### config.mk
export PLATFORM = sky130hd
export DESIGN_NAME = pwm_update_and_irq_regs
export DESIGN_NICKNAME = d
export VERILOG_FILES = /design/src/verilog/pwm_regs_pkg.sv /design/src/verilog/toggle_detect.sv /design/src/verilog/irq_status_bit.sv /design/src/verilog/pwm_update_and_irq_regs.sv
export SDC_FILE = /design/constraint.sdc
export NUM_CORES = 1
export LEC_CHECK = 0
export BUFFER_PORTS_ARGS = -buffer_cell sky130_fd_sc_hd__buf_4
export CAP_MARGIN = 5
export CORE_AREA = 4 4 185 115
export DETAILED_ROUTE_END_ITERATION = 16
export DIE_AREA = 0 0 189 119
export GPL_TIMING_DRIVEN = 0
export PLACE_DENSITY = 0.69
export REMOVE_ABC_BUFFERS = 1
export SKIP_CTS_REPAIR_TIMING = 1
export SLEW_MARGIN = 25
export SYNTH_ARGS = -nofsm -noshare
export SYNTH_HDL_FRONTEND = slang
export SYNTH_SLANG_ARGS = --single-unit
### constraint.sdc
create_clock -name mclk -period 1.7 [get_ports mclk]
set_input_delay 0.085 -clock mclk [delete_from_list [all_inputs] [get_ports mclk]]
set_output_delay 0.085 -clock mclk [all_outputs]
set_load 0.05 [all_outputs]
### src/verilog/pwm_regs_pkg.sv
/*
  Package for the PWM update and interrupt register block: register
  offsets, field positions, reset values and the event source order.
  Assumes a 32-bit word register port with byte addresses.
*/
package pwm_regs_pkg;

  // Register byte offsets
  localparam logic [11:0] OFS_CAPTURE_CH1 = 12'h100;
  localparam logic [11:0] OFS_CAPTURE_CH2 = 12'h104;
  localparam logic [11:0] OFS_CAPTURE_STATE = 12'h108;
  localparam logic [11:0] OFS_UPDATE_CFG = 12'h10C;
  localparam logic [11:0] OFS_IRQ_ENABLE = 12'h110;
  localparam logic [11:0] OFS_IRQ_RAW = 12'h114;
  localparam logic [11:0] OFS_IRQ_MASKED = 12'h118;
  localparam logic [11:0] OFS_IRQ_CLEAR = 12'h11C;

  // Update configuration field positions
  localparam int POS_GLOBAL_EN = 0;
  localparam int POS_GLOBAL_FORCE = 1;
  localparam int POS_OP0_EN = 2;
  localparam int POS_OP0_FORCE = 3;
  localparam int POS_OP1_EN = 4;
  localparam int POS_OP1_FORCE = 5;
  localparam int POS_OP2_EN = 6;
  localparam int POS_OP2_FORCE = 7;
  localparam int UPDATE_CFG_BITS = 8;

  // Interrupt source positions (common to enable, raw, masked, clear)
  localparam int POS_TIMER_STOP = 0;
  localparam int POS_TIMER_ZERO = 3;
  localparam int POS_TIMER_PERIOD = 6;
  localparam int POS_FAULT_START = 9;
  localparam int POS_FAULT_END = 12;
  localparam int POS_COMPARE_A = 15;
  localparam int POS_COMPARE_B = 18;
  localparam int POS_FAULT_CBC = 21;
  localparam int POS_FAULT_OST = 24;
  localparam int POS_CAPTURE = 27;
  localparam int IRQ_SOURCES = 30;

  // Reset values
  localparam logic [31:0] RST_CAPTURE = 32'h0000_0000;
  localparam logic [7:0] RST_UPDATE_CFG = 8'h00;
  localparam logic [29:0] RST_IRQ = 30'h0000_0000;

  // Event pulses from the PWM submodules, three instances each
  typedef struct packed {
    logic [2:0] capture;
    logic [2:0] fault_ost;
    logic [2:0] fault_cbc;
    logic [2:0] compare_b_event;
    logic [2:0] compare_a_event;
    logic [2:0] fault_end;
    logic [2:0] fault_start;
    logic [2:0] timer_period_event;
    logic [2:0] timer_zero_event;
    logic [2:0] timer_stop;
  } pwm_events_s;

  // Update strobes towards the operators
  typedef struct packed {
    logic [2:0] op_forced_refresh;
    logic [2:0] op_refresh_allowed;
    logic global_forced_refresh;
  } update_ctrl_s;

endpackage : pwm_regs_pkg

### src/verilog/toggle_detect.sv
/*
  Toggle detector: pulses for one cycle when a software bit changes.
  Assumes the bit comes from a register on the same clock.
*/
`timescale 1ns/100ps
module toggle_detect (
  // Clock and reset
  input wire logic mclk,
  input wire logic rst_n,
  input wire logic clk_en,
  // Watched bit and change pulse
  input wire logic level,
  output logic pulse
);

  typedef struct packed {
    logic last;
    logic pulse;
  } state_s;

  state_s state;
  state_s next_state;

  // Compare against the value of the previous cycle
  always_comb begin
    next_state = state;
    next_state.last = level;
    next_state.pulse = level ^ state.last;
  end

  // State register
  always_ff @(posedge mclk or negedge rst_n) begin
    if (!rst_n) begin
      state <= '0;
    end else if (clk_en) begin
      state <= next_state;
    end
  end

  assign pulse = state.pulse;

endmodule // toggle_detect

### src/verilog/irq_status_bit.sv
/*
  One sticky interrupt status bit with enable gating.
  Assumes event and clear are one-cycle pulses on mclk.
*/
`timescale 1ns/100ps
module irq_status_bit (
  // Clock and reset
  input wire logic mclk,
  input wire logic rst_n,
  input wire logic clk_en,
  // Control
  input wire logic event_in,
  input wire logic clear,
  input wire logic enable,
  // Status
  output logic raw,
  output logic masked
);

  typedef struct packed {
    logic raw;
  } state_s;

  state_s state;
  state_s next_state;

  // Set wins over a clear in the same cycle
  always_comb begin
    next_state = state;
    if (event_in) begin
      next_state.raw = 1'b1;
    end else if (clear) begin
      next_state.raw = 1'b0;
    end
  end

  // State register
  always_ff @(posedge mclk or negedge rst_n) begin
    if (!rst_n) begin
      state <= '0;
    end else if (clk_en) begin
      state <= next_state;
    end
  end

  assign raw = state.raw;
  assign masked = state.raw & enable;

endmodule // irq_status_bit

### src/verilog/pwm_update_and_irq_regs.sv
/*
  Register block of a motor-control PWM unit: capture values, the
  shadow-to-active update controls and 30 interrupt sources.
  Assumes event pulses and capture strobes arrive on mclk, one cycle
  each, from the timers, operators, fault handlers and capture channels.
*/
// The strobed register port was left to the implementer.
// Summary of operation
// - Capture channel 1 value is a read-only word reset to zero.
// - Capture channel 2 value is a read-only word reset to zero.
// - Any change of an operator forced-update bit forces its update.
// - Normal operator updates need its enable and the global enable.
// - Any change of the global forced-update bit forces all updates.
// - One global enable bit gates the normal operator updates but not the forced ones.
// - Each source has a read-write enable bit reset to zero.
// - Each source has a raw status bit set regardless of enable.
// - Captures on channels 0, 1 and 2 are interrupt sources.
// - One-shot and cycle-by-cycle fault actions per pair are sources.
// - Compare A and B events of operators 0 to 2 are sources.
// - Timer period, zero and stop events of timers 0 to 2 are sources.
// - Start and end of fault events 0 to 2 are separate sources.
// - Masked status is raw status ANDed with the enable bit.
// - Writing one to a clear bit clears that raw status bit.
`timescale 1ns/100ps
module pwm_update_and_irq_regs (
  // Clock, reset and clock enable
  input wire logic mclk,
  input wire logic rst_n,
  input wire logic clk_en,
  // Register port
  input wire logic [11:0] reg_addr,
  input wire logic [31:0] reg_wdata,
  input wire logic reg_write,
  input wire logic reg_read,
  output logic [31:0] reg_rdata,
  // Capture values latched by the capture channels
  input wire logic [31:0] capture_timer,
  input wire logic [31:0] capture_state_in,
  // Event pulses from the PWM submodules
  input wire pwm_regs_pkg::pwm_events_s events,
  // Update controls towards the operators
  output pwm_regs_pkg::update_ctrl_s update_ctrl,
  // Interrupt output
  output logic irq
);

  typedef struct packed {
    logic [31:0] capture_value_ch1;
    logic [31:0] capture_value_ch2;
    logic [pwm_regs_pkg::UPDATE_CFG_BITS-1:0] active_update_config;
    logic [pwm_regs_pkg::IRQ_SOURCES-1:0] irq_enable;
    logic [31:0] rdata;
    logic irq;
    pwm_regs_pkg::update_ctrl_s update_ctrl;
  } state_s;

  state_s state;
  state_s next_state;

  logic [pwm_regs_pkg::IRQ_SOURCES-1:0] event_vec;
  logic [pwm_regs_pkg::IRQ_SOURCES-1:0] clear_vec;
  logic [pwm_regs_pkg::IRQ_SOURCES-1:0] irq_raw_status;
  logic [pwm_regs_pkg::IRQ_SOURCES-1:0] irq_masked_status;
  logic [3:0] force_bits;
  logic [3:0] force_pulse;
  logic wr_clear;

  assign event_vec = {events.capture, events.fault_ost, events.fault_cbc,
                      events.compare_b_event, events.compare_a_event,
                      events.fault_end, events.fault_start,
                      events.timer_period_event, events.timer_zero_event,
                      events.timer_stop};

  assign wr_clear = reg_write && (reg_addr == pwm_regs_pkg::OFS_IRQ_CLEAR);
  assign clear_vec = wr_clear ? reg_wdata[pwm_regs_pkg::IRQ_SOURCES-1:0]
                              : '0;

  // Sticky status bits, one per source
  genvar gi;
  generate
    for (gi = 0; gi < pwm_regs_pkg::IRQ_SOURCES; gi++) begin : g_src
      irq_status_bit u_bit (
        .mclk(mclk),
        .rst_n(rst_n),
        .clk_en(clk_en),
        .event_in(event_vec[gi]),
        .clear(clear_vec[gi]),
        .enable(state.irq_enable[gi]),
        .raw(irq_raw_status[gi]),
        .masked(irq_masked_status[gi])
      );
    end
  endgenerate

  // Forced-update bits watched for a change
  assign force_bits = {
    state.active_update_config[pwm_regs_pkg::POS_OP2_FORCE],
    state.active_update_config[pwm_regs_pkg::POS_OP1_FORCE],
    state.active_update_config[pwm_regs_pkg::POS_OP0_FORCE],
    state.active_update_config[pwm_regs_pkg::POS_GLOBAL_FORCE]};

  generate
    for (gi = 0; gi < 4; gi++) begin : g_force
      toggle_detect u_tog (
        .mclk(mclk),
        .rst_n(rst_n),
        .clk_en(clk_en),
        .level(force_bits[gi]),
        .pulse(force_pulse[gi])
      );
    end
  endgenerate

  // Register writes, read mux, update strobes and interrupt line
  always_comb begin
    logic [31:0] rd;
    logic gen;
    rd = 32'h0000_0000;
    gen = 1'b0;
    next_state = state;
    if (events.capture[1]) begin
      next_state.capture_value_ch1 = capture_timer;
    end
    if (events.capture[2]) begin
      next_state.capture_value_ch2 = capture_timer;
    end
    if (reg_write) begin
      unique case (reg_addr)
        pwm_regs_pkg::OFS_UPDATE_CFG: begin
          next_state.active_update_config =
            reg_wdata[pwm_regs_pkg::UPDATE_CFG_BITS-1:0];
        end
        pwm_regs_pkg::OFS_IRQ_ENABLE: begin
          next_state.irq_enable =
            reg_wdata[pwm_regs_pkg::IRQ_SOURCES-1:0];
        end
        default: begin
        end
      endcase
    end
    if (reg_read) begin
      unique case (reg_addr)
        pwm_regs_pkg::OFS_CAPTURE_CH1: rd = state.capture_value_ch1;
        pwm_regs_pkg::OFS_CAPTURE_CH2: rd = state.capture_value_ch2;
        pwm_regs_pkg::OFS_CAPTURE_STATE: rd = capture_state_in;
        pwm_regs_pkg::OFS_UPDATE_CFG: begin
          rd[pwm_regs_pkg::UPDATE_CFG_BITS-1:0] =
            state.active_update_config;
        end
        pwm_regs_pkg::OFS_IRQ_ENABLE: begin
          rd[pwm_regs_pkg::IRQ_SOURCES-1:0] = state.irq_enable;
        end
        pwm_regs_pkg::OFS_IRQ_RAW: begin
          rd[pwm_regs_pkg::IRQ_SOURCES-1:0] = irq_raw_status;
        end
        pwm_regs_pkg::OFS_IRQ_MASKED: begin
          rd[pwm_regs_pkg::IRQ_SOURCES-1:0] = irq_masked_status;
        end
        default: rd = 32'h0000_0000;
      endcase
    end
    next_state.rdata = rd;
    gen = state.active_update_config[pwm_regs_pkg::POS_GLOBAL_EN];
    next_state.update_ctrl.op_refresh_allowed = {
      gen & state.active_update_config[pwm_regs_pkg::POS_OP2_EN],
      gen & state.active_update_config[pwm_regs_pkg::POS_OP1_EN],
      gen & state.active_update_config[pwm_regs_pkg::POS_OP0_EN]};
    next_state.update_ctrl.op_forced_refresh = force_pulse[3:1];
    next_state.update_ctrl.global_forced_refresh = force_pulse[0];
    next_state.irq = |irq_masked_status;
  end

  // State register
  always_ff @(posedge mclk or negedge rst_n) begin
    if (!rst_n) begin
      state.capture_value_ch1 <= pwm_regs_pkg::RST_CAPTURE;
      state.capture_value_ch2 <= pwm_regs_pkg::RST_CAPTURE;
      state.active_update_config <= pwm_regs_pkg::RST_UPDATE_CFG;
      state.irq_enable <= pwm_regs_pkg::RST_IRQ;
      state.rdata <= 32'h0000_0000;
      state.irq <= 1'b0;
      state.update_ctrl <= '0;
    end else if (clk_en) begin
      state <= next_state;
    end
  end

  assign reg_rdata = state.rdata;
  assign update_ctrl = state.update_ctrl;
  assign irq = state.irq;

endmodule // pwm_update_and_irq_regs

== Yosys cells after proc, flatten, opt, wreduce, memory -nomap -nowiden ==
Index checks and enable logic that the tools add are counted.

* Word-level logic and storage cells: 223
* Register bits after elaboration: 180
* Output and inout port bits: 40
* Bits of input ports: 143

* Reductions and logical operators: 66
* Bitwise logic cells: 37
* Equal/unequal tests: 8
* Multiplexer cells: 65

{| class="wikitable"
|+ Operators by type and width
! operator !! count
|-
| case mux 22 bit (6 select lines) || 1
|-
| equality test 12 x 9 -> 1 bit (second input constant) || 8
|-
| AND reduction 2 bit || 32
|-
| 2-to-1 mux 1 bit || 60
|-
| nonzero test 2 bit || 30
|-
| case mux 8 bit (7 select lines) || 1
|-
| bitwise AND 1 bit || 33
|-
| 2-to-1 mux 32 bit || 1
|-
| 2-to-1 mux 30 bit || 1
|-
| OR reduction 30 bit || 1
|-
| case mux 2 bit (3 select lines) || 1
|-
| AND reduction 3 bit || 2
|-
| XOR 1 bit || 4
|-
| logical AND 1 bit || 1
|}

== Depth between registers and ports, before layout ==
* Word-level depth: 5
* Gate-level depth with buffers: 8

== By module ==
From an unflattened synthesis, not the netlist that was laid out.

* Cell total of the unflattened synthesis: 794
* Area total of the unflattened synthesis: 9220.1 µm²

{| class="wikitable"
|+ By module, submodules not included
! module !! instances !! cells an instance !! area an instance (µm²)
|-
| pwm_update_and_irq_regs || 1 || 650 || 7576.0
|-
| irq_status_bit || 30 || 4 || 43.8
|-
| toggle_detect || 4 || 6 || 82.6
|}

== Least setup slack after synthesis ==
OpenSTA, ideal clock, no wires.

* Path kind: input port to flip-flop
* Start point: input port reg_addr[9]
* End point: register state, in the netlist force_bits[0]
* Data arrival time: 1.463 ns
* Path slack: 0.112 ns
* Setup time: 0.125 ns
* Stages on the path: 5
* Required time: 1.575 ns
* Cells stage by stage: nor4b_4 -> nand3_2 -> or3_1 -> buf_2 -> mux2_2

* Longest elaborated chain between the ends: 2

{| class="wikitable"
|+ RTL lines
! item !! line !! source
|-
| start: declaration || pwm_update_and_irq_regs.sv:31 || <nowiki>input wire logic [11:0] reg_addr,</nowiki>
|-
| equality test 12 x 9 -> 1 bit || pwm_update_and_irq_regs.sv:128 || <nowiki>unique case (reg_addr)</nowiki>
|-
| AND reduction 3 bit (no line) || n/a ||
|-
| end signal: assignment || pwm_update_and_irq_regs.sv:184 || <nowiki>state <= next_state;</nowiki>
|-
| end: declaration || pwm_update_and_irq_regs.sv:57 || <nowiki>state_s state;</nowiki>
|}

No other way between the ends.
A chain may end at the register's enable or synchronous reset.

== Worst setup path in the final report ==
* Start point: input port reg_addr[10]
* End point: register state[50] (netlist bit)

The elaborated chain is that of the path after synthesis.

==> results.md <==
| Metric | Reported | Unit |
| --- | --- | --- |
| Root Buffer Master | sky130_fd_sc_hd__clkbuf_16 | - |
| Number of enable-type register cells in the synthesized netlist | 0 | - |
| Min Hold Slack | 34.6 | ps |
| Result of the run | finished clean | - |
| Remaining design rule violation count | 0 | - |
| Max Buffers Root-to-Sink | 2 | - |
| Htree depth | 4 | - |
| Avg Cell Area, Syn | 11.5 | um2 |
| Launch instance of the worst register-to-register path | state[56] | - |
| Initial standard-cell utilization of the core | 44.4 | % |
| Total global-route track usage | 22.4 | % |
| Final layout net count | 1140 | - |
| Crit path max fanout | 10 | - |
| Via density per instance | 5.52 | - |
| Clock latency at the later pin of the worst-skew pair | 420 | ps |
| Clock skew | 10.8 | ps |
| Slew at the pin with the worst max-slew slack | 807 | ps |
| CTS tree | built | - |
| Crit path launch type | input port | - |
| Io pins | 183 | - |
| Growth of design area from synthesis to finish | 37.4 | % |
| Reported leakage power | 5.46 | nW |
| Class of the tightest hold or removal check | in -> reg | - |
| Slowest stage delay, CP | 280 | ps |
| Maximum resistive drop on vdd | 0.619 | mV |
| Share of flip-flops with an asynchronous set or reset | 100 | % |
| Final non-filler cell total | 1283 | - |
| Antenna cells | 0 | - |
| Arrival time reported for the critical path endpoint | 1970 | ps |
| Number of clock sinks | 180 | - |
| Mean routed wirelength per cell | 20.8 | um |
| Layout cell share with drive strength beyond 1 | 35.9 | % |
| HPWL Detailed | 17700 | um |
| Headroom to the max-slew limit | 45.8 | % |
| Cell types occupying the most area after synthesis | sky130_fd_sc_hd__dfrtp_1, sky130_fd_sc_hd__mux2_2, sky130_fd_sc_hd__mux2i_1 | - |
| Path type of the worst setup path | in -> reg | - |
| RePlAce Congestion | 0.790 | - |
| Fin crit period | 1670 | ps |
| Cell taking the most area after synthesis | sky130_fd_sc_hd__dfrtp_1 | - |
| Total Die Area | 0.0225 | mm2 |
| Number of instances in the placed design | 1140 | - |
| Critical register-to-register path endpoint | irq | - |
| Upper clock frequency limit | 0.600 | GHz |
| Port Buffers | 180 | - |
| Capture point of the worst path | state[50] | - |
| Antenna violations before repair | 0 | - |
| Most frequently used flop master after synthesis | sky130_fd_sc_hd__dfrtp_1 | - |
| Final number of hold-violating endpoints | 0 | - |
| Post-route antenna net violation count | 0 | - |
| Nature of the critical path endpoint | flip-flop | - |
| Top-area cell type share of the netlist area | 51.6 | % |
| Final max-slew violation count | 0 | - |
| Power per unit of standard cell area | 856 | mW/mm2 |
| Gate count of the mapped netlist | 759 | - |
| CP max stage cell | sky130_fd_sc_hd__mux2_2 | - |
| Routed via count | 7086 | - |
| Final routed wirelength across all metal layers | 26700 | um |
| Vias in the first global route | 6575 | - |
| Post-CTS clock slew at the launch and capture registers of the worst setup and hold paths | 70 | ps |
| Chip Width | 189 | um |
| Area of the core region | 0.0197 | mm2 |
| Max_cap viols | 0 | - |
| Final clock period utilization by the worst path | 98.0 | % |
| Worst endpoint required time | 2000 | ps |
| Number of library cell types mapped by synthesis | 45 | - |
| Rows | 40 | - |
| First DRT Iteration DRCs | 601 | - |
| First-pass GRT wire length | 38800 | um |
| Congestion Overflow GR | 0 | - |
| Flops & latches, synth | 180 | - |
| CP most frequent cell | sky130_fd_sc_hd__buf_6 | - |
| Die Span Y | 119 | um |
| Path depth of the worst reg2reg path | 4 | - |
| Cell-by-cell listing of the critical path | buf_4, nor4b_4, buf_4, nand4_4, inv_1, nand4_1, buf_6, buf_6, buf_6, mux2_2 | - |
| Post-synthesis sequential area ratio | 51.6 | % |
| Largest net degree at the start of global routing | 89 | - |
| R2R setup slack | 40 | ps |
| Number of clock buffers inserted by TritonCTS | 17 | - |
| Final count of negative-setup-slack endpoints | 0 | - |
| Startpoint of the worst setup timing path | reg_addr[10] | - |
| Combined area of all synthesized cells | 0.00873 | mm2 |
| Synth Warn # | 0 | - |
| Detailed Routing Iterations Pass 1 | 5 | - |
## critical path: cells and delay by family
family / cells / cell delay (ps)
buffers and inverters: 6 / 930
muxes: 1 / 280
and+or+nand+nor: 3 / 650
## worst min path at each step
stage               slack (ps)  depth (start not counted)            startpoint                  end
global route                40                          5  capture_state_in[21]        reg_rdata[21]
CTS                       -550                          1                 rst_n       update_ctrl[6]
floorplan                 -210                          0                 rst_n        force_bits[0]
detailed placement         -90                          1                 rst_n       update_ctrl[6]
finish                      30                          5  capture_state_in[21]        reg_rdata[21]
global placement           310                          2            events[25]  g_src[25].u_bit.raw
## cells in the mapped netlist (2+ instances only)
library cell / instances
sky130_fd_sc_hd__o22ai_1: 17
sky130_fd_sc_hd__or3_1: 2
sky130_fd_sc_hd__o2bb2ai_1: 5
sky130_fd_sc_hd__a221oi_1: 8
sky130_fd_sc_hd__buf_1: 14
sky130_fd_sc_hd__mux2_2: 113
sky130_fd_sc_hd__nor3_2: 2
sky130_fd_sc_hd__nor2_1: 16
sky130_fd_sc_hd__nand3_1: 17
sky130_fd_sc_hd__o32ai_1: 3
sky130_fd_sc_hd__nor2b_1: 21
sky130_fd_sc_hd__nand4_1: 7
sky130_fd_sc_hd__a31oi_1: 4
sky130_fd_sc_hd__mux2i_1: 44
sky130_fd_sc_hd__nor4_2: 2
sky130_fd_sc_hd__nor3b_1: 6
sky130_fd_sc_hd__clkbuf_1: 15
sky130_fd_sc_hd__a22oi_1: 13
sky130_fd_sc_hd__a21oi_1: 55
sky130_fd_sc_hd__nor3_1: 7
sky130_fd_sc_hd__nand2_1: 48
sky130_fd_sc_hd__o21ai_0: 34
sky130_fd_sc_hd__inv_1: 13
sky130_fd_sc_hd__buf_2: 11
sky130_fd_sc_hd__a22o_1: 34
sky130_fd_sc_hd__a211oi_1: 5
sky130_fd_sc_hd__a32o_1: 2
sky130_fd_sc_hd__dfrtp_1: 180
sky130_fd_sc_hd__o211ai_1: 2
sky130_fd_sc_hd__buf_4: 41
sky130_fd_sc_hd__xnor2_1: 4
## report_power, final
group / internal (mW) / total, mW / leakage (nW) / switching, mW
Combinational: 0.730 / 1.32 / 2.94 / 0.594
Clock: 2.59 / 4.30 / 0.317 / 1.71
Sequential: 4.53 / 4.65 / 2.20 / 0.123
Total: 7.84 / 10.3 / 5.46 / 2.43
## flip-flops by register name, summed over array words and instances, names as in the netlist
signal               cells
g_force.u_tog.pulse      4
irq                      1
force_bits               4
state                   98
update_ctrl              7
g_force.u_tog.state      4
reg_rdata               32
g_src.u_bit.raw         30
## logic make-up after synthesis
family,after synthesis,share of synthesized area (%)
XOR/XNOR,4,0.401
multiplexers,157,19.6
AO/OA/AOI/OAI,187,14.1
buffers and inverters,95,6.01
AND/OR/NAND/NOR,136,8.27
flip-flops,180,51.6
## routing by layer
layer	wire length (um)	global-route usage [%]	up-vias
met5	0	0	-
met4	259	4.78	0
met3	2190	7.59	22
met2	11900	32.2	286
met1	12400	33.1	3525
li1	-	-	3253
## per-stage QoR
| step | setup WS, ps | area, um2 | setup TNS (ps) | power (mW) | util (%) |
|---|---|---|---|---|---|
| 2_1_floorplan | -682 | 8260 | -34040 | 5.18 | - |
| 3_3_place_gp | -2510 | 9950 | -381380 | 5.78 | 50.6 |
| 3_5_place_dp | -1630 | 10200 | -129140 | 5.84 | 51.7 |
| 4_1_cts | -1160 | 10800 | -59920 | 10.1 | 54.9 |
| 5_1_grt | -9.77 | 12000 | -19.7 | 10.7 | 61.0 |
| 6_report | 33.7 | 12000 | 0 | 10.3 | 61.0 |
## cell type report
type / instances / area, um2
clock buffer: 20 / 467
clock inverter: 12 / 174
fill: 1599 / 7670
inverter: 14 / 56.3
multi-input combinational: 484 / 3790
sequential: 180 / 4500
tap: 273 / 342
timing repair buffer: 300 / 2670
## layout by cell type, fill, tap and decap left out, types with 3 or more instances in the layout
cell type,count
sky130_fd_sc_hd__a21oi_1,55
sky130_fd_sc_hd__clkbuf_16,17
sky130_fd_sc_hd__nor2_1,14
sky130_fd_sc_hd__mux2i_1,44
sky130_fd_sc_hd__o21ai_0,34
sky130_fd_sc_hd__bufinv_16,4
sky130_fd_sc_hd__buf_4,186
sky130_fd_sc_hd__a31oi_1,4
sky130_fd_sc_hd__dfrtp_1,180
sky130_fd_sc_hd__inv_6,3
sky130_fd_sc_hd__buf_6,4
sky130_fd_sc_hd__nor2b_1,20
sky130_fd_sc_hd__nor3_1,6
sky130_fd_sc_hd__o22ai_1,17
sky130_fd_sc_hd__a22o_1,34
sky130_fd_sc_hd__nor3b_1,5
sky130_fd_sc_hd__o2bb2ai_1,5
sky130_fd_sc_hd__nand2_1,45
sky130_fd_sc_hd__a211oi_1,5
sky130_fd_sc_hd__dlygate4sd3_1,101
sky130_fd_sc_hd__buf_12,3
sky130_fd_sc_hd__o32ai_1,3
sky130_fd_sc_hd__buf_16,5
sky130_fd_sc_hd__nand2_2,3
sky130_fd_sc_hd__nand3_1,17
sky130_fd_sc_hd__inv_1,13
sky130_fd_sc_hd__nand4_1,7
sky130_fd_sc_hd__mux2_2,113
sky130_fd_sc_hd__xnor2_1,4
sky130_fd_sc_hd__a22oi_1,13
sky130_fd_sc_hd__clkinv_2,4
sky130_fd_sc_hd__a221oi_1,6
sky130_fd_sc_hd__clkbuf_8,3
Power figures use the tool's default switching activity.
